`config.mk`:
```
export PLATFORM = sky130hd
export DESIGN_NAME = power_mode_clock_switch
export DESIGN_NICKNAME = d
export VERILOG_FILES = /design/src/core/pm_clk_pkg.sv /design/src/core/power_mode_clock_switch.sv
export SDC_FILE = /design/constraint.sdc
export NUM_CORES = 1
export LEC_CHECK = 0
export BUFFER_PORTS_ARGS = -buffer_cell sky130_fd_sc_hd__buf_2
export CAP_MARGIN = 20
export CORE_MARGIN = 10
export CORE_UTILIZATION = 36
export DETAILED_ROUTE_END_ITERATION = 10
export SYNTH_ARGS = -nofsm -noshare
export SYNTH_HDL_FRONTEND = slang
export SYNTH_SLANG_ARGS = --single-unit
export TNS_END_PERCENT = 100
```
`constraint.sdc`:
```
create_clock -name core_clk_i -period 2.47 [get_ports core_clk_i]
set_input_delay 0.247 -clock core_clk_i [delete_from_list [all_inputs] [get_ports core_clk_i]]
set_output_delay 0.247 -clock core_clk_i [all_outputs]
set_load 0.05 [all_outputs]
```
`src/core/pm_clk_pkg.sv`:
```
package pm_clk_pkg;

  // ----------------------------------------
  // Timing
  // ----------------------------------------
  localparam int unsigned CLK_FREQ_HZ = 20000000;
  localparam int unsigned SETTLE_MS   = 1;
  localparam int unsigned SETTLE_CYC  = SETTLE_MS * (CLK_FREQ_HZ / 1000);
  localparam int unsigned WAKE_US     = 10;
  localparam int unsigned WAKE_CYC    = WAKE_US * (CLK_FREQ_HZ / 1000000);
  localparam logic [1:0]  GAP_CYC     = 2'h2;

  // ----------------------------------------
  // Register map
  // ----------------------------------------
  localparam logic [3:0] OFS_OSC_CTRL = 4'h0;
  localparam logic [3:0] OFS_TMR_CTRL = 4'h4;
  localparam logic [3:0] OFS_PM_CFG   = 4'h8;

  localparam int IDLE_EN_BIT  = 7;
  localparam int FREQ_LSB     = 4;
  localparam int PRI_RDY_BIT  = 3;
  localparam int INT_STBL_BIT = 2;
  localparam int CSS_LSB      = 0;
  localparam int SEC_ACT_BIT  = 6;
  localparam int SEC_EN_BIT   = 3;
  localparam int WDT_EN_BIT   = 0;
  localparam int FSCM_EN_BIT  = 1;

  localparam logic [7:0] OSC_CTRL_RST = 8'h00;
  localparam logic [7:0] TMR_CTRL_RST = 8'h00;
  localparam logic [7:0] PM_CFG_RST   = 8'h00;

  // ----------------------------------------
  // Types
  // ----------------------------------------
  typedef logic [2:0] clk_src_t;
  localparam clk_src_t SRC_NONE = 3'h0;
  localparam clk_src_t SRC_PRI  = 3'h1;
  localparam clk_src_t SRC_SEC  = 3'h2;
  localparam clk_src_t SRC_INT  = 3'h4;

  typedef enum logic [5:0] {
    ST_PRIMARY_RUN_MODE = 6'h01,
    ST_ALT_RUN = 6'h02,
    ST_IDLE    = 6'h04,
    ST_SLEEP   = 6'h08,
    ST_WAKE    = 6'h10,
    ST_SWITCH  = 6'h20
  } pm_state_e;

  typedef struct packed {
    logic     cpu_en;
    logic     periph_en;
    clk_src_t sel;
  } clk_ctl_s;

  typedef struct packed {
    logic primary;
    logic secondary;
    logic internal_osc_mux_out;
    logic lf_rc;
  } osc_en_s;

  localparam clk_ctl_s CLK_CTL_RST = 5'h00;
  localparam osc_en_s  OSC_EN_RST  = 4'h8;

endpackage : pm_clk_pkg

```
`src/core/power_mode_clock_switch.sv`:
```
`timescale 1ns/1ps
`default_nettype none

module power_mode_clock_switch
  import pm_clk_pkg::*;
#(
  parameter int unsigned SETTLE_CYCLES = SETTLE_CYC
) (
  // Clock and reset
  input  wire logic        core_clk_i,
  input  wire logic        resetn_i,
  // Avalon-MM slave
  input  wire logic [3:0]  avs_address_i,
  input  wire logic        avs_read_i,
  input  wire logic        avs_write_i,
  input  wire logic [31:0] avs_writedata_i,
  input  wire logic [3:0]  avs_byteenable_i,
  output logic      [31:0] avs_readdata_o,
  output logic             avs_waitrequest_o,
  // CPU events
  input  wire logic        sleep_instr_i,
  input  wire logic        interrupt_i,
  input  wire logic        watchdog_timeout_i,
  // Oscillator status pins
  input  wire logic        primary_osc_ready_i,
  input  wire logic        secondary_osc_running_i,
  // Clock control
  output clk_ctl_s         clk_ctl_o,
  output osc_en_s          osc_en_o,
  output logic      [2:0]  internal_freq_o,
  output logic             watchdog_reset_o
);

  // ----------------------------------------
  // Decoding helpers
  // ----------------------------------------
  function automatic clk_src_t dec_src(input logic [1:0] css);
    dec_src = css[1] ? SRC_INT : (css[0] ? SRC_SEC : SRC_PRI);
  endfunction : dec_src

  // ----------------------------------------
  // Declarations
  // ----------------------------------------
  logic        pri_rdy_m;
  logic        pri_rdy_s;
  logic        secondary_run_mode_m;
  logic        secondary_run_mode_s;
  logic        idle_enable;
  logic [1:0]  clock_source_select;
  logic [2:0]  internal_freq_select;
  logic        primary_ready_flag;
  logic        internal_osc_stable_flag;
  logic        secondary_clock_active;
  logic        secondary_osc_enable;
  logic        wdt_en;
  logic        fscm_en;
  pm_state_e   state;
  pm_state_e   next_state;
  clk_src_t    src;
  clk_src_t    clk_sel;
  logic [1:0]  gap_cnt;
  logic [7:0]  wake_cnt;
  logic [15:0] settle_cnt;
  logic        int_pre;
  logic        cpu_en;
  logic        periph_en;
  osc_en_s     next_osc_en;

  // ----------------------------------------
  // Pin synchronisers
  // ----------------------------------------
  always_ff @(posedge core_clk_i or negedge resetn_i)
  begin
    if (!resetn_i)
    begin
      pri_rdy_m <= 1'b0;
      pri_rdy_s <= 1'b0;
      secondary_run_mode_m <= 1'b0;
      secondary_run_mode_s <= 1'b0;
    end
    else
    begin
      pri_rdy_m <= primary_osc_ready_i;
      pri_rdy_s <= pri_rdy_m;
      secondary_run_mode_m <= secondary_osc_running_i;
      secondary_run_mode_s <= secondary_run_mode_m;
    end
  end

  // ----------------------------------------
  // Bus decode
  // ----------------------------------------
  wire       bus_req  = avs_read_i | avs_write_i;
  wire       bus_done = bus_req & ~avs_waitrequest_o;
  wire       bus_wr   = avs_write_i & bus_done & avs_byteenable_i[0];
  wire       wr_osc   = bus_wr & (avs_address_i == OFS_OSC_CTRL);
  wire       wr_tmr   = bus_wr & (avs_address_i == OFS_TMR_CTRL);
  wire       wr_cfg   = bus_wr & (avs_address_i == OFS_PM_CFG);
  wire [7:0] wd       = avs_writedata_i[7:0];

  wire [7:0] osc_word = {idle_enable, internal_freq_select, primary_ready_flag,
                         internal_osc_stable_flag, clock_source_select};
  wire [7:0] tmr_word = {1'b0, secondary_clock_active, 2'h0,
                         secondary_osc_enable, 3'h0};
  wire [7:0] cfg_word = {6'h00, fscm_en, wdt_en};
  // Unmapped addresses read as zero and ignore writes
  wire [7:0] rd_byte  = (avs_address_i == OFS_OSC_CTRL) ? osc_word :
                        (avs_address_i == OFS_TMR_CTRL) ? tmr_word :
                        (avs_address_i == OFS_PM_CFG)   ? cfg_word : 8'h00;

  // One wait state on every access
  always_ff @(posedge core_clk_i or negedge resetn_i)
  begin
    if (!resetn_i)
    begin
      avs_waitrequest_o <= 1'b1;
      avs_readdata_o    <= 32'h0000_0000;
    end
    else
    begin
      avs_waitrequest_o <= ~(bus_req & avs_waitrequest_o);
      if (avs_read_i & avs_waitrequest_o)
        avs_readdata_o <= {24'h00_0000, rd_byte};
    end
  end

  // ----------------------------------------
  // Software registers
  // ----------------------------------------
  // Only the bus writes the control bits; no mode change touches them
  always_ff @(posedge core_clk_i or negedge resetn_i)
  begin
    if (!resetn_i)
    begin
      idle_enable          <= OSC_CTRL_RST[IDLE_EN_BIT];
      internal_freq_select <= OSC_CTRL_RST[FREQ_LSB +: 3];
      clock_source_select  <= OSC_CTRL_RST[CSS_LSB +: 2];
      secondary_osc_enable <= TMR_CTRL_RST[SEC_EN_BIT];
      wdt_en               <= PM_CFG_RST[WDT_EN_BIT];
      fscm_en              <= PM_CFG_RST[FSCM_EN_BIT];
    end
    else
    begin
      if (wr_osc)
      begin
        idle_enable          <= wd[IDLE_EN_BIT];
        internal_freq_select <= wd[FREQ_LSB +: 3];
        clock_source_select  <= wd[CSS_LSB +: 2];
      end
      if (wr_tmr)
        secondary_osc_enable <= wd[SEC_EN_BIT];
      if (wr_cfg)
      begin
        wdt_en  <= wd[WDT_EN_BIT];
        fscm_en <= wd[FSCM_EN_BIT];
      end
    end
  end

  // ----------------------------------------
  // Mode events
  // ----------------------------------------
  wire      in_pri    = (state == ST_PRIMARY_RUN_MODE);
  wire      in_alt    = (state == ST_ALT_RUN);
  wire      in_idle   = (state == ST_IDLE);
  wire      in_sleep  = (state == ST_SLEEP);
  wire      in_wake   = (state == ST_WAKE);
  wire      in_switch = (state == ST_SWITCH);
  wire      css_zero  = (clock_source_select == 2'h0);
  wire      freq_nz   = |internal_freq_select;
  clk_src_t tgt;
  assign tgt = dec_src(clock_source_select);

  wire sec_drop   = (src == SRC_SEC) & ~secondary_osc_enable;
  wire run_exit   = in_alt & (interrupt_i | sec_drop);
  wire sleep_ok   = sleep_instr_i & (in_pri | (in_alt & ~run_exit));
  wire sleep_full = sleep_ok & ~idle_enable & css_zero;
  wire sleep_hold = sleep_ok & idle_enable & in_alt;
  wire sleep_pidl = sleep_ok & idle_enable & css_zero & in_pri;
  wire sleep_skip = sleep_ok & ~sleep_hold & (tgt == SRC_SEC)
                    & ~secondary_osc_enable;
  wire sleep_alt  = sleep_ok & ~sleep_full & ~sleep_hold
                    & ~sleep_pidl & ~sleep_skip;
  wire wake_evt   = interrupt_i | watchdog_timeout_i;
  wire wake_idle  = in_idle & wake_evt;
  wire wake_sleep = in_sleep & wake_evt;
  // A running CPU is a run mode, switchback after a wake included
  wire wdt_rst    = cpu_en & watchdog_timeout_i;
  wire wake_done  = in_wake & (wake_cnt == 8'(WAKE_CYC - 1));
  wire sw_done    = in_switch & (clk_sel == SRC_PRI);
  wire int_wr_nz  = wr_osc & (|wd[FREQ_LSB +: 3]) & in_pri;

  // ----------------------------------------
  // Mode state machine
  // ----------------------------------------
  always_comb
  begin
    next_state = state;
    case (state)
      ST_PRIMARY_RUN_MODE, ST_ALT_RUN:
      begin
        if (run_exit)
          next_state = ST_SWITCH;
        else if (sleep_full)
          next_state = ST_SLEEP;
        else if (sleep_hold | sleep_pidl)
          next_state = ST_IDLE;
        else if (sleep_alt)
          next_state = idle_enable ? ST_IDLE : ST_ALT_RUN;
      end
      ST_IDLE:
        if (wake_idle)
          next_state = ST_WAKE;
      ST_WAKE:
        if (wake_done)
          next_state = (src == SRC_PRI) ? ST_PRIMARY_RUN_MODE : ST_SWITCH;
      ST_SLEEP:
        if (wake_sleep)
          next_state = ST_SWITCH;
      ST_SWITCH:
        if (sw_done)
          next_state = ST_PRIMARY_RUN_MODE;
      default:
        next_state = ST_SWITCH;
    endcase
  end

  always_ff @(posedge core_clk_i or negedge resetn_i)
  begin
    if (!resetn_i)
      state <= ST_SWITCH;
    else
      state <= next_state;
  end

  // Requested source; idle entry from alternate run or with CSS zero leaves it alone
  always_ff @(posedge core_clk_i or negedge resetn_i)
  begin
    if (!resetn_i)
      src <= SRC_PRI;
    else if (sleep_full)
      src <= SRC_NONE;
    else if (sleep_alt)
      src <= tgt;
    else if (wake_sleep | (in_switch & pri_rdy_s))
      src <= SRC_PRI;
  end

  // ----------------------------------------
  // Glitch-free source switch
  // ----------------------------------------
  // Break before make: the old select drops, the mux idles for a gap, then
  // the new one is raised once the primary or secondary reports running; the internal mux needs no report.
  wire src_ok = (src == SRC_PRI) ? pri_rdy_s :
                (src == SRC_SEC) ? secondary_run_mode_s : 1'b1;

  always_ff @(posedge core_clk_i or negedge resetn_i)
  begin
    if (!resetn_i)
    begin
      clk_sel <= SRC_NONE;
      gap_cnt <= 2'h0;
    end
    else if (clk_sel != src)
    begin
      if (clk_sel != SRC_NONE)
      begin
        clk_sel <= SRC_NONE;
        gap_cnt <= 2'h0;
      end
      else if (gap_cnt != GAP_CYC)
        gap_cnt <= gap_cnt + 2'h1;
      else if (src_ok)
        clk_sel <= src;
    end
  end

  // ----------------------------------------
  // CPU and peripheral clock gates
  // ----------------------------------------
  always_ff @(posedge core_clk_i or negedge resetn_i)
  begin
    if (!resetn_i)
    begin
      cpu_en    <= 1'b0;
      periph_en <= 1'b0;
    end
    else
    begin
      if (sleep_full | sleep_pidl | sleep_hold | (sleep_alt & idle_enable))
        cpu_en <= 1'b0;
      else if (wake_done | sw_done)
        cpu_en <= 1'b1;
      if (sleep_full)
        periph_en <= 1'b0;
      else if (sw_done)
        periph_en <= 1'b1;
    end
  end

  always_ff @(posedge core_clk_i or negedge resetn_i)
  begin
    if (!resetn_i)
      wake_cnt <= 8'h00;
    else if (in_wake)
      wake_cnt <= wake_cnt + 8'h01;
    else
      wake_cnt <= 8'h00;
  end

  // ----------------------------------------
  // Internal oscillator settling
  // ----------------------------------------
  // Mux output runs only with a nonzero frequency select and a user for it
  wire int_live   = freq_nz & ((src == SRC_INT) | (clk_sel == SRC_INT) | int_pre);
  wire settle_hit = (settle_cnt == 16'(SETTLE_CYCLES - 1));

  always_ff @(posedge core_clk_i or negedge resetn_i)
  begin
    if (!resetn_i)
      int_pre <= 1'b0;
    else if (sleep_full | sw_done)
      int_pre <= 1'b0;
    else if (int_wr_nz)
      int_pre <= 1'b1;
  end

  always_ff @(posedge core_clk_i or negedge resetn_i)
  begin
    if (!resetn_i)
      settle_cnt <= 16'h0000;
    else if (int_live & ~internal_osc_stable_flag & ~settle_hit)
      settle_cnt <= settle_cnt + 16'h0001;
    else
      settle_cnt <= 16'h0000;
  end

  // ----------------------------------------
  // Status flags
  // ----------------------------------------
  always_ff @(posedge core_clk_i or negedge resetn_i)
  begin
    if (!resetn_i)
    begin
      primary_ready_flag       <= 1'b0;
      internal_osc_stable_flag <= 1'b0;
      secondary_clock_active   <= 1'b0;
    end
    else
    begin
      if (sw_done)
        primary_ready_flag <= 1'b1;
      else if (sleep_full | sleep_alt)
        primary_ready_flag <= 1'b0;
      internal_osc_stable_flag <= ~sw_done & ~sleep_full & int_live
        & (internal_osc_stable_flag | settle_hit);
      if (sleep_alt & (tgt == SRC_SEC))
        secondary_clock_active <= 1'b1;
      else if (sleep_full | sw_done | sleep_alt)
        secondary_clock_active <= 1'b0;
    end
  end

  // ----------------------------------------
  // Oscillator enables
  // ----------------------------------------
  assign next_osc_en.primary    = (src == SRC_PRI) | (clk_sel == SRC_PRI)
                                  | in_switch | in_wake;
  assign next_osc_en.secondary  = secondary_osc_enable | (src == SRC_SEC)
                                  | (clk_sel == SRC_SEC);
  assign next_osc_en.internal_osc_mux_out = int_live;
  assign next_osc_en.lf_rc      = wdt_en | (~in_sleep & (fscm_en
                                  | (((src == SRC_INT) | (clk_sel == SRC_INT))
                                     & ~freq_nz)));

  // ----------------------------------------
  // Outputs
  // ----------------------------------------
  always_ff @(posedge core_clk_i or negedge resetn_i)
  begin
    if (!resetn_i)
    begin
      clk_ctl_o        <= CLK_CTL_RST;
      osc_en_o         <= OSC_EN_RST;
      internal_freq_o  <= OSC_CTRL_RST[FREQ_LSB +: 3];
      watchdog_reset_o <= 1'b0;
    end
    else
    begin
      clk_ctl_o        <= '{cpu_en: cpu_en, periph_en: periph_en, sel: clk_sel};
      osc_en_o         <= next_osc_en;
      internal_freq_o  <= internal_freq_select;
      watchdog_reset_o <= wdt_rst;
    end
  end

endmodule : power_mode_clock_switch

`default_nettype wire

```
Word-level counts from Yosys, hierarchy flattened
Cells that the tools add are included.
{ "word_totals": {"out_inout_bits": 46, "input_bits": 49, "word_cells": 196, "ff_bits": 79} }
{ "op_classes": {"n_reduce_logical": 17, "muxes": 38, "n_bitwise": 80, "add_sub_neg": 3, "n_eq_ne": 25} }
{ "ops": {"columns": ["operator", "count"], "rows": [
  ["two-way mux 6 bit", 9],
  ["bitwise AND 1 bit", 43],
  ["one-hot mux 6 bit (5 select lines)", 1],
  ["two-way mux 3 bit", 8],
  ["OR 1 bit", 23],
  ["adder 16 x 1 -> 16 bit (second input constant)", 1],
  ["equality test 16 x 15 -> 1 bit (second input constant)", 1],
  ["two-way mux 16 bit", 1],
  ["two-way mux 8 bit", 2],
  ["NOT 1 bit", 14],
  ["nonzero test 2 bit", 7],
  ["two-way mux 1 bit", 12],
  ["equality test 3 x 2 -> 1 bit (second input constant)", 3],
  ["adder 8 x 1 -> 8 bit (second input constant)", 1],
  ["equality test 8 bit (second input constant)", 1],
  ["two-way mux 2 bit", 4],
  ["inequality test 2 x 1 -> 1 bit (second input constant)", 4],
  ["two-way mux 7 bit", 1],
  ["equality test 3 x 1 -> 1 bit (second input constant)", 2],
  ["equality test 3 bit (second input constant)", 2],
  ["equality test 6 x 1 -> 1 bit (second input constant)", 1],
  ["equality test 6 x 2 -> 1 bit (second input constant)", 1],
  ["equality test 6 x 3 -> 1 bit (second input constant)", 1],
  ["equality test 6 x 4 -> 1 bit (second input constant)", 1],
  ["16 further kinds", 19]
]} }

Logic depth before layout (Yosys ltp)
Gate-level depths: netlist of the first run.
{ "depth": {"word_depth": 21, "mapped_depth": 6, "mapped_depth_nobuf": 6} }

Worst setup path after synthesis of the first run
Ideal clock, no wire load.
{ "synth_timing": {"path_type": "register to register", "startpoint": "register state[0]", "endpoint": "register src[2]", "setup_slack_ns": 0.569, "synth_period_minus_slack_ns": 1.901, "setup_time_ns": 0.125, "path_buffers": 0, "t_arrival_ns": 1.776, "path_stages_with_launch": 5, "t_required_ns": 2.345, "cell_sequence": "dfrtp_1 > or4b_4 > nor4_4 > o221ai_2 > mux2_4"} }
{ "synth_between": {"elab_chain_len": 16, "word_cells_on_any_way": 32, "cone_classes": "eq/ne: 4; mux: 2; bitwise: 25; reduce/logical: 1"} }
{ "synth_lines": {"columns": ["element", "line_no", "text"], "rows": [
  ["start, declared", "power_mode_clock_switch.sv:57", "pm_state_e state;"],
  ["start signal, assigned", "power_mode_clock_switch.sv:233", "state <= next_state;"],
  ["equality test 6 x 2 -> 1 bit", "power_mode_clock_switch.sv:164", "wire in_alt = (state == ST_ALT_RUN);"],
  ["bitwise AND 1 bit", "power_mode_clock_switch.sv:175", "wire run_exit = in_alt & (interrupt_i | sec_drop);"],
  ["NOT 1 bit", "power_mode_clock_switch.sv:176", "wire sleep_ok = sleep_instr_i & (in_pri | (in_alt & ~run_exit));"],
  ["bitwise AND 1 bit", "power_mode_clock_switch.sv:176", null],
  ["OR 1 bit", "power_mode_clock_switch.sv:176", null],
  ["bitwise AND 1 bit", "power_mode_clock_switch.sv:176", null],
  ["bitwise AND 1 bit", "power_mode_clock_switch.sv:178, power_mode_clock_switch.sv:179", null],
  ["bitwise AND 1 bit", "power_mode_clock_switch.sv:178", "wire sleep_hold = sleep_ok & idle_enable & in_alt;"],
  ["NOT 1 bit", "power_mode_clock_switch.sv:180, power_mode_clock_switch.sv:182", null],
  ["bitwise AND 1 bit (2 in series)", "power_mode_clock_switch.sv:180", "wire sleep_skip = sleep_ok & ~sleep_hold & (tgt == SRC_SEC)"],
  ["bitwise AND 1 bit", "power_mode_clock_switch.sv:181", "& ~secondary_osc_enable;"],
  ["NOT 1 bit", "power_mode_clock_switch.sv:183", "& ~sleep_pidl & ~sleep_skip;"],
  ["bitwise AND 1 bit", "power_mode_clock_switch.sv:183", null],
  ["two-way mux 3 bit", "power_mode_clock_switch.sv:243", "else if (sleep_alt)"],
  ["two-way mux 3 bit", "power_mode_clock_switch.sv:241", "else if (sleep_full)"],
  ["end signal, assigned", "power_mode_clock_switch.sv:244", "src <= tgt;"],
  ["end, declared", "power_mode_clock_switch.sv:59", "clk_src_t src;"]
]} }
Several ways; a longest one is shown, not always the timed one.
A chain may end at the register's enable or synchronous reset.

Worst setup path after layout of the first run
{ "layout_timing": {"startpoint": "register settle_cnt[12]", "endpoint": "register settle_cnt[9]"} }
{ "layout_between": {"elab_chain_len": 4} }
{ "layout_lines": {"columns": ["element", "line_no", "text"], "rows": [
  ["start, declared", "power_mode_clock_switch.sv:63", "logic [15:0] settle_cnt;"],
  ["start signal, assigned", "power_mode_clock_switch.sv:333", "settle_cnt <= settle_cnt + 16'h0001;"],
  ["equality test 16 x 15 -> 1 bit", "power_mode_clock_switch.sv:316", "wire settle_hit = (settle_cnt == 16'(SETTLE_CYCLES - 1));"],
  ["NOT 1 bit", "power_mode_clock_switch.sv:332", "else if (int_live & ~internal_osc_stable_flag & ~settle_hit)"],
  ["bitwise AND 1 bit", "power_mode_clock_switch.sv:332", null],
  ["two-way mux 16 bit", "power_mode_clock_switch.sv:332", null]
]} }
No other way between the ends.

==> results of run 1 <==
[per-stage QoR]
stage / cell area (µm²) / setup slack (ns) / power [W] / util / hold WS [ns]
final: 4340 / 0.340 / 0.00371 / 0.420 / 0.0184
after global routing: 4340 / 0.0854 / 0.00395 / 0.420 / 0.00401
after CTS: 4340 / 0.310 / 0.00375 / 0.420 / 0.00523
after detailed placement: 4140 / 0.352 / 0.00283 / 0.401 / 0.255
after global placement: 4140 / 0.361 / 0.00282 / 0.401 / 0.252
after floorplan: 3910 / 0.569 / 0.00255 / - / -0.0486
[logic make-up (layout without fill, tap and decap cells)]
group | count (synthesis) | in the layout
adders and majority gates | 3 | 3
muxes | 16 | 16
buffers and inverters | 43 | 77
and+or+nand+nor | 143 | 143
xor gates and xnor gates | 25 | 25
AOI/OAI and AO/OA | 56 | 56
other | 1 | 25
DFF | 79 | 79
[Yosys cell counts, types with 2 or more instances]
cell / n
nor3_1: 5
nand2b_1: 6
clkbuf_1: 3
or2_2: 2
and2_1: 3
nand4_1: 5
buf_2: 3
or3_1: 2
nand2_1: 43
nor4b_1: 2
dfrtp_1: 75
xor2_1: 18
mux2_2: 10
o31ai_1: 4
nor2_1: 38
inv_1: 12
a22oi_1: 2
dfstp_2: 4
ha_1: 3
nor4_1: 3
buf_4: 25
nor4_4: 5
mux2i_1: 5
a21oi_1: 11
or4_1: 3
o21a_1: 2
xnor2_1: 7
and3_1: 6
o21ai_0: 24
nand3_1: 10
[report_power, final]
group	switching, W	internal [W]
Clock	0.000448	0.000459
Sequential	0.000165	0.00148
Combinational	0.000764	0.000390
[layout make-up]
cell class / count / area, µm² / share of cell area
Sequential cell: 79 / 1980 / 0.457
Multi-Input combinational cell: 267 / 1670 / 0.385
Timing Repair Buffer: 50 / 290 / 0.0669
Tap cell: 136 / 170 / 0.0392
Clock buffer: 11 / 131 / 0.0303
Clock inverter: 4 / 47.5 / 0.0110
Inverter: 12 / 45.0 / 0.0104
Antenna cell: 1 / 2.50 / 0.000577
[per-layer routing]
layer / GRT usage / vias to the layer above
met2: 0.161 / 51
met4: 0.0422 / 0
li1: - / 1324
met1: 0.142 / 1279
met3: 0.0342 / 11
met5: 0 / -
[registers in the layout (all words and copies together) (netlist names), 2 cells and up]
| register | cells |
|---|---|
| settle_cnt | 16 |
| avs_readdata_o | 8 |
| wake_cnt | 8 |
| state | 6 |
| clk_ctl_o | 5 |
| osc_en_o | 4 |
| clk_sel | 3 |
| internal_freq_o | 3 |
| internal_freq_select | 3 |
| src | 3 |
| clock_source_select | 2 |
| gap_cnt | 2 |
[how the worst min path moves through the flow]
stage	end	slack [ns]	startpoint	depth (start not counted)
floorplan	avs_readdata_o[0]$_DFFE_PN0P_	-0.05	resetn_i	0
global placement	settle_cnt[11]$_DFF_PN0_	0.25	resetn_i	1
detailed placement	settle_cnt[12]$_DFF_PN0_	0.25	resetn_i	1
CTS	pri_rdy_m$_DFF_PN0_	0.005	primary_osc_ready_i	1
global route	pri_rdy_m$_DFF_PN0_	0.004	primary_osc_ready_i	1
finish	pri_rdy_m$_DFF_PN0_	0.02	primary_osc_ready_i	1
[repair_timing]
item	4_1_cts	5_1_grt
hold endpoints to repair	38	0
hold buffers	2	0
buffers inserted	0	0
==> reports/qor.txt, run 1 <==
outcome: finished clean
crit end category: flip-flop
worst stage delay on the critical path: 0.68 ns
WP buf/inv: 0
top cells by area, synth: dfrtp_1 (49%), buf_4 (4.9%), nand2_1 (4.2%)
initial antenna violation count: 1
Post-Place Cells: 542
sequential fraction of the synthesis area: 0.518
CTS tree: yes
Hold Vio Cnt, Final: 0
main combinational cell family by area after synthesis: simple AND/OR/NAND/NOR gates
Initial Utilization: 0.371
post-route setup TNS: 0 ns
CTS sink count: 79
Worst VDD drop: 0.000233 V
Avg Cell Area, Syn: 10.5 µm²
# setup viols final: 0
CP Launch Point: settle_cnt[12]$_DFF_PN0_
Metal-1 WL: 3680 µm
I/O Buffers: 42
Final period util: 0.862
worst flop-to-flop path startpoint: settle_cnt[12]$_DFF_PN0_
Core Box Area: 0.0103 mm²
DRC errors left: 0
CP Launch Type: flip-flop
Power Dens Cells: 855 mW/mm²
unrepaired setup endpoints after global routing: no
Worst-Margin Slew: 0.686 ns
Synthesis Warnings: 0
FF-to-FF setup slack: 0.34 ns
first-pass GRT wire length: 13100 µm
Routability Congestion: 0.943
Non-Filler Instances: 560
synthesis-to-layout area growth: 13.4%
GRT Util Overall: 0.108
clock root buffer: clkbuf_8
Via-to-Cell Ratio: 4.76
WL/cell: 14.1 µm
detailed-placement wirelength estimate: 5940 µm
mapped cell area: 0.00382 mm²
Synth top area share: 0.491
CP Data Required Time: 2.69 ns
most common cell after layout, fill and taps aside: dfrtp_1
clk_lat worst skew: 0.35 ns
Rel. slew slack: 0.536
fraction of registers with async set/reset: 1.00
critical-path cell list: or4b_2 > nor3_1 > a31oi_1 > nand2_1 > nor2_1
vias in the first global route: 2666
PostCTS Resize Cnt: 0
layout cells sized above 1: 0.208
grt total ovfl: 0
drt first-iter violations: 158
Stages on worst setup path: 5
Fill cells: 1013
Critical Path AT: 2.35 ns
P_leak: 1.98 nW
crit path capture: settle_cnt[9]$_DFF_PN0_
mux contribution to synthesized area: 0.0465
Ports: 95
pin count of the biggest net entering global routing: 41
Yosys top cell by area: dfrtp_1
adder-cell area share of the yosys netlist: 0.00981
crit-path leading delay family: simple AND/OR/NAND/NOR gates
r2r endpoint: settle_cnt[9]$_DFF_PN0_
row cnt: 37
Post-synth EDFFs: 0
Final ANT Viol Nets: 0
post-synthesis compound-gate area fraction: 0.0909
cell count of the worst reg-to-reg path: 5
drt pass-1 iters: 4
number of max-cap violations: 0
Most used DFF post-synth: dfrtp_1
WS Path Type: flip-flop to flip-flop
Top Metal Used: met4
Routed WL: 7880 µm
fmax: 0.470 GHz
final setup skew: 0.0112 ns
max-slew violations: 0
Synth Area in Simple Gates: 0.209
Num CTS Buffers: 9
CTS clk-pin slew, worst paths: 0.08 ns
die footprint: 0.0151 mm²
metal2 WL: 3560 µm
Die Y: 123 µm
Die Width: 123 µm
Crit Path Max Fanout: 15
HP Class: input port to flip-flop
routed wl met3: 524 µm
H-tree lvl count: 3
CTS max path bufs: 2
vias: 2665
most frequent cells in the layout: dfrtp_1 (75), nand2_1 (43), buf_2 (41)
Yosys reg bits: 79
crit path time final: 2.13 ns
Syn Inst Count: 366
Slowest-stage cell, CP: or4b_2
XOR/XNOR Fraction of Synth Area: 0.0572
Layout Nets: 471
Yosys cell types: 55
Note: power is estimated with default switching activity, not from simulation.
==> run 2, diff against run 1 <==
--- a/config.mk
+++ b/config.mk
@@ -7,6 +7,7 @@
 export LEC_CHECK = 0
 export BUFFER_PORTS_ARGS = -buffer_cell sky130_fd_sc_hd__buf_2
 export CAP_MARGIN = 20
+export CORE_ASPECT_RATIO = 1.5
 export CORE_MARGIN = 10
 export CORE_UTILIZATION = 36
 export DETAILED_ROUTE_END_ITERATION = 10
==> constraint.sdc (replaced) <==
create_clock -name core_clk_i -period 2.47 [get_ports core_clk_i]
set_input_delay 0.494 -clock core_clk_i [delete_from_list [all_inputs] [get_ports core_clk_i]]
set_output_delay 0.494 -clock core_clk_i [all_outputs]
set_load 0.05 [all_outputs]
==> run 2 against run 1 <==
  * Combinational power about the same
  * Core utilization is 0.66 points higher
  * Final area up 3.1%
  * Via count up 2.0%
  * Flip-flop and latch count stayed put
  * Wire length up 5.4%
  * Critical endpoint is now settle_cnt[12]$_DFF_PN0_
  * Clock power rose by 59%
  * Critical path depth unchanged
==> reports/qor.txt, run 2 (same netlist as run 1, synthesis figures left out) <==
post-route setup TNS: 0 ns
pin count of the biggest net entering global routing: 55
H-tree lvl count: 3
sw frac: 0.346
PostCTS Resize Cnt: 0
outcome: finished clean
fmax: 0.462 GHz
worst flop-to-flop path startpoint: settle_cnt[12]$_DFF_PN0_
Largest register FFs: 16
Int Power: 0.00278 W
Antenna Cells: 0
Core Box Area: 0.0105 mm²
clock root buffer: clkbuf_16
Worst Hold Slack: 0.0600 ns
Critical Path AT: 2.37 ns
Worst VDD drop: 0.000448 V
CP Launch Point: settle_cnt[12]$_DFF_PN0_
layout cells sized above 1: 0.213
Power Dens Cells: 949 mW/mm²
Num CTS Buffers: 9
CTS max path bufs: 2
row cnt: 46
CTS clk-pin slew, worst paths: 0.06 ns
NetSw: 0.00147 W
crit end category: flip-flop
Worst-Margin Slew: 0.687 ns
most frequent cells in the layout: dfrtp_1 (75), nand2_1 (43), buf_2 (41)
Gate power share: 0.268
clock power share: 0.339
max-slew violations: 0
Via-to-Cell Ratio: 4.80
first-pass GRT wire length: 13700 µm
largest registers: settle_cnt: 16 flops, avs_readdata_o: 8 flops, wake_cnt: 8 flops
drt first-iter violations: 115
Crit Path Max Fanout: 15
CTS tree: yes
unrepaired setup endpoints after global routing: no
CTS sink count: 79
Sequential Power Share: 0.393
FF-to-FF setup slack: 0.31 ns
WL/cell: 14.7 µm
Layout Nets: 469
Final period util: 0.876
synthesis-to-layout area growth: 16.9%
Routability Congestion: 0.839
initial antenna violation count: 0
vias in the first global route: 2878
Die Y: 146 µm
clk_lat worst skew: 0.34 ns
Rel. slew slack: 0.536
die footprint: 0.0152 mm²
Routed WL: 8300 µm
DRC errors left: 0
Final ANT Viol Nets: 0
Initial Utilization: 0.365
Hold Vio Cnt, Final: 0
GRT Util Overall: 0.111
P_leak: 2.04 nW
HP Class: input port to async pin
detailed-placement wirelength estimate: 6330 µm
CP Data Required Time: 2.67 ns
crit path time final: 2.16 ns
most common cell after layout, fill and taps aside: dfrtp_1
CP Launch Type: flip-flop
# setup viols final: 0
Ports: 95
Die Width: 104 µm
Setup Buffers After CTS: 0
hold_buf cts: 0
grt total ovfl: 0
Reg with most FFs: settle_cnt
final setup skew: 0.00834 ns
drt pass-1 iters: 4
vias: 2717
I/O Buffers: 42
number of max-cap violations: 0
WS Path Type: flip-flop to flip-flop
run 2: cell type report:
cell class | instances | area (µm²)
clock buffers | 11 | 243
clock inverters | 5 | 81.3
fillers | 1046 | 6000
inverters | 12 | 45.0
multi-input cells | 267 | 1670
flip-flops and latches | 79 | 1980
well taps | 144 | 180
repair buffers | 48 | 270
run 2: final timing paths:
kind,end,cells after the start
setup / recovery,settle_cnt[12]$_DFF_PN0_,5
hold / removal,gap_cnt[1]$_DFFE_PN0P_,1
setup reg to reg,settle_cnt[12]$_DFF_PN0_,5
hold reg to reg,secondary_run_mode_s$_DFF_PN0_,0
max in group asynchronous,avs_waitrequest_o$_DFF_PN1_,2
min in group core_clk_i,secondary_run_mode_m$_DFF_PN0_,1
run 2: critical path, stage by stage (launching register included):
cell and delay [ns]:
dfrtp_1 0.41, or4b_2 0.69, nor3_1 0.24, a31oi_1 0.17
nand2_1 0.41, nor2_1 0.11
run 2: routing by layer:
layer | vias up | wire length, µm | GRT usage
li1 | 1326 | - | -
met5 | - | 0 | 0
met1 | 1324 | 3420 | 0.118
met2 | 52 | 4350 | 0.197
met4 | 0 | 189 | 0.0608
met3 | 15 | 335 | 0.0273
run 2: metrics by stage:
step                      cell area (µm²)  total power [W]   util  setup WS (ns)  cells
after global routing                 4470          0.00446  0.427          0.159    566
after global placement               4150          0.00282  0.396          0.286    550
final                                4470          0.00425  0.427          0.307    566
after floorplan                      3910          0.00255      -          0.569    389
after detailed placement             4150          0.00284  0.396          0.277    550
after CTS                            4470          0.00429  0.427          0.240    566
run 2: power groups by stage:
stage               clock network [W]  logic (W)  registers, W
CTS                           0.00146    0.00116       0.00167
floorplan                           0   0.000712       0.00184
detailed placement                  0    0.00115       0.00169
global route                  0.00153    0.00124       0.00169
finish                        0.00144    0.00114       0.00167
global placement                    0    0.00114       0.00168
==> run 3, diff against run 2 <==
--- a/config.mk
+++ b/config.mk
@@ -5,12 +5,12 @@
 export SDC_FILE = /design/constraint.sdc
 export NUM_CORES = 1
 export LEC_CHECK = 0
-export BUFFER_PORTS_ARGS = -buffer_cell sky130_fd_sc_hd__buf_2
 export CAP_MARGIN = 20
 export CORE_ASPECT_RATIO = 1.5
 export CORE_MARGIN = 10
 export CORE_UTILIZATION = 36
 export DETAILED_ROUTE_END_ITERATION = 10
+export DONT_BUFFER_PORTS = 1
 export SYNTH_ARGS = -nofsm -noshare
 export SYNTH_HDL_FRONTEND = slang
 export SYNTH_SLANG_ARGS = --single-unit
==> run 3 against run 2 <==
  * Non-clock buffer count shrank 42
  * Cell count shrank 7.4%
  * Clock skew is essentially flat
  * Setup slack gained 0.020 ns
  * Power shrank 0.91%
  * Worst hold slack lost 0.016 ns
  * Via count shrank 6.1%
  * Combinational power shrank 25%
  * Sequential share of layout area grew 1.9 points
  * Flip-flop and latch count is the same
  * Critical path type unchanged
==> reports/qor.txt, run 3 (same netlist as run 1, synthesis figures left out) <==
final setup skew: 0.00840 ns
NetSw: 0.00144 W
P_leak: 1.87 nW
die footprint: 0.0152 mm²
Layout Nets: 427
I/O Buffers: 0
Final period util: 0.868
Setup Buffers After CTS: 0
Die Width: 104 µm
most common cell after layout, fill and taps aside: dfrtp_1
Reg with most FFs: settle_cnt
drt pass-1 iters: 4
Core Box Area: 0.0105 mm²
clk_lat worst skew: 0.33 ns
Die Y: 146 µm
PostCTS Resize Cnt: 0
H-tree lvl count: 3
number of max-cap violations: 0
sw frac: 0.342
crit path time final: 2.14 ns
largest registers: settle_cnt: 16 flops, avs_readdata_o: 8 flops, wake_cnt: 8 flops
CP Data Required Time: 2.66 ns
Crit Path Max Fanout: 15
first-pass GRT wire length: 13600 µm
Num CTS Buffers: 9
WL/cell: 15.6 µm
Worst-Margin Slew: 0.628 ns
layout cells sized above 1: 0.126
Ports: 95
WS Path Type: flip-flop to flip-flop
total power: 0.00421 W
combined area of the multi-input logic cells: 0.00167 mm²
clock root buffer: clkbuf_16
HP Class: input port to async pin
crit end category: flip-flop
Initial Utilization: 0.365
synthesis-to-layout area growth: 12.1%
Largest register FFs: 16
CTS sink count: 79
CP Launch Type: flip-flop
CP Launch Point: settle_cnt[12]$_DFF_PN0_
vias: 2551
Final ANT Viol Nets: 0
CTS max path bufs: 2
Routed WL: 8170 µm
CTS tree: yes
grt total ovfl: 0
DRC errors left: 0
GRT Util Overall: 0.109
Hold Vio Cnt, Final: 0
most frequent cells in the layout: dfrtp_1 (75), nand2_1 (43), nor2_1 (38)
fmax: 0.467 GHz
Antenna Cells: 0
Power Dens Cells: 981 mW/mm²
unrepaired setup endpoints after global routing: no
detailed-placement wirelength estimate: 5990 µm
max-slew violations: 0
drt first-iter violations: 111
vias in the first global route: 2611
Int Power: 0.00277 W
# setup viols final: 0
Worst VDD drop: 0.000350 V
final instance area: 0.00429 mm²
Cell Area, Placed: 0.00391 mm²
Critical Path AT: 2.33 ns
FF+latch area: 0.00198 mm²
hold_buf cts: 2
outcome: finished clean
Via-to-Cell Ratio: 4.87
clock power share: 0.350
post-route setup TNS: 0 ns
initial antenna violation count: 0
worst flop-to-flop path startpoint: settle_cnt[12]$_DFF_PN0_
CTS clk-pin slew, worst paths: 0.06 ns
row cnt: 46
Gate power share: 0.202
Routability Congestion: 0.854
Rel. slew slack: 0.576
Sequential Power Share: 0.448
Fill cells: 1045
pin count of the biggest net entering global routing: 76
## run 3: power by group through the flow
stage	Sequential [W]	Combinational [W]	Clock, W
floorplan	0.00184	0.000712	0
global placement	0.00191	0.000814	0
detailed placement	0.00191	0.000821	0
CTS	0.00189	0.000863	0.00151
global route	0.00192	0.000958	0.00157
finish	0.00188	0.000851	0.00147
## run 3: per-stage QoR
stage	worst slack (ns)	hold WS, ns	cells	utilization
6_report	0.327	0.0443	524	0.409
2_1_floorplan	0.569	0.198	389	-
3_3_place_gp	0.304	0.203	506	0.373
4_1_cts	0.287	0.0660	524	0.409
5_1_grt	0.145	0.0749	524	0.409
3_5_place_dp	0.276	0.203	506	0.373
## run 3: cell type report
class	instances	area share
inverters	12	0.0105
multi-input cells	267	0.390
repair buffers	6	0.0158
flip-flops and latches	79	0.462
well taps	144	0.0420
clock buffers	11	0.0590
clock inverters	5	0.0207
## run 3: worst paths after layout
kind                                                   to  cells past startpoint  slack [ns]
setup / recovery                 settle_cnt[12]$_DFF_PN0_                      5        0.33
hold / removal                     gap_cnt[1]$_DFFE_PN0P_                      1        0.04
setup reg to reg                 settle_cnt[12]$_DFF_PN0_                      5        0.33
hold reg to reg            secondary_run_mode_s$_DFF_PN0_                      0        0.35
max in group asynchronous            state[5]$_DFFE_PN1P_                      1        1.61
min in group core_clk_i               pri_rdy_m$_DFF_PN0_                      0        0.19
## run 3: per-layer routing
layer  vias to the layer above  wire, µm  GRT usage
met4                         0       126     0.0426
met3                         9       428     0.0335
met1                      1255      3280      0.120
li1                       1243         -          -
met5                         -         0          0
met2                        44      4340      0.192
## run 3: critical path, cell delays in order (launching register included)
cell and delay (ns):
dfrtp_1 0.41, or4b_2 0.67, nor3_1 0.23, a31oi_1 0.18
nand2_1 0.42, nor2_1 0.11
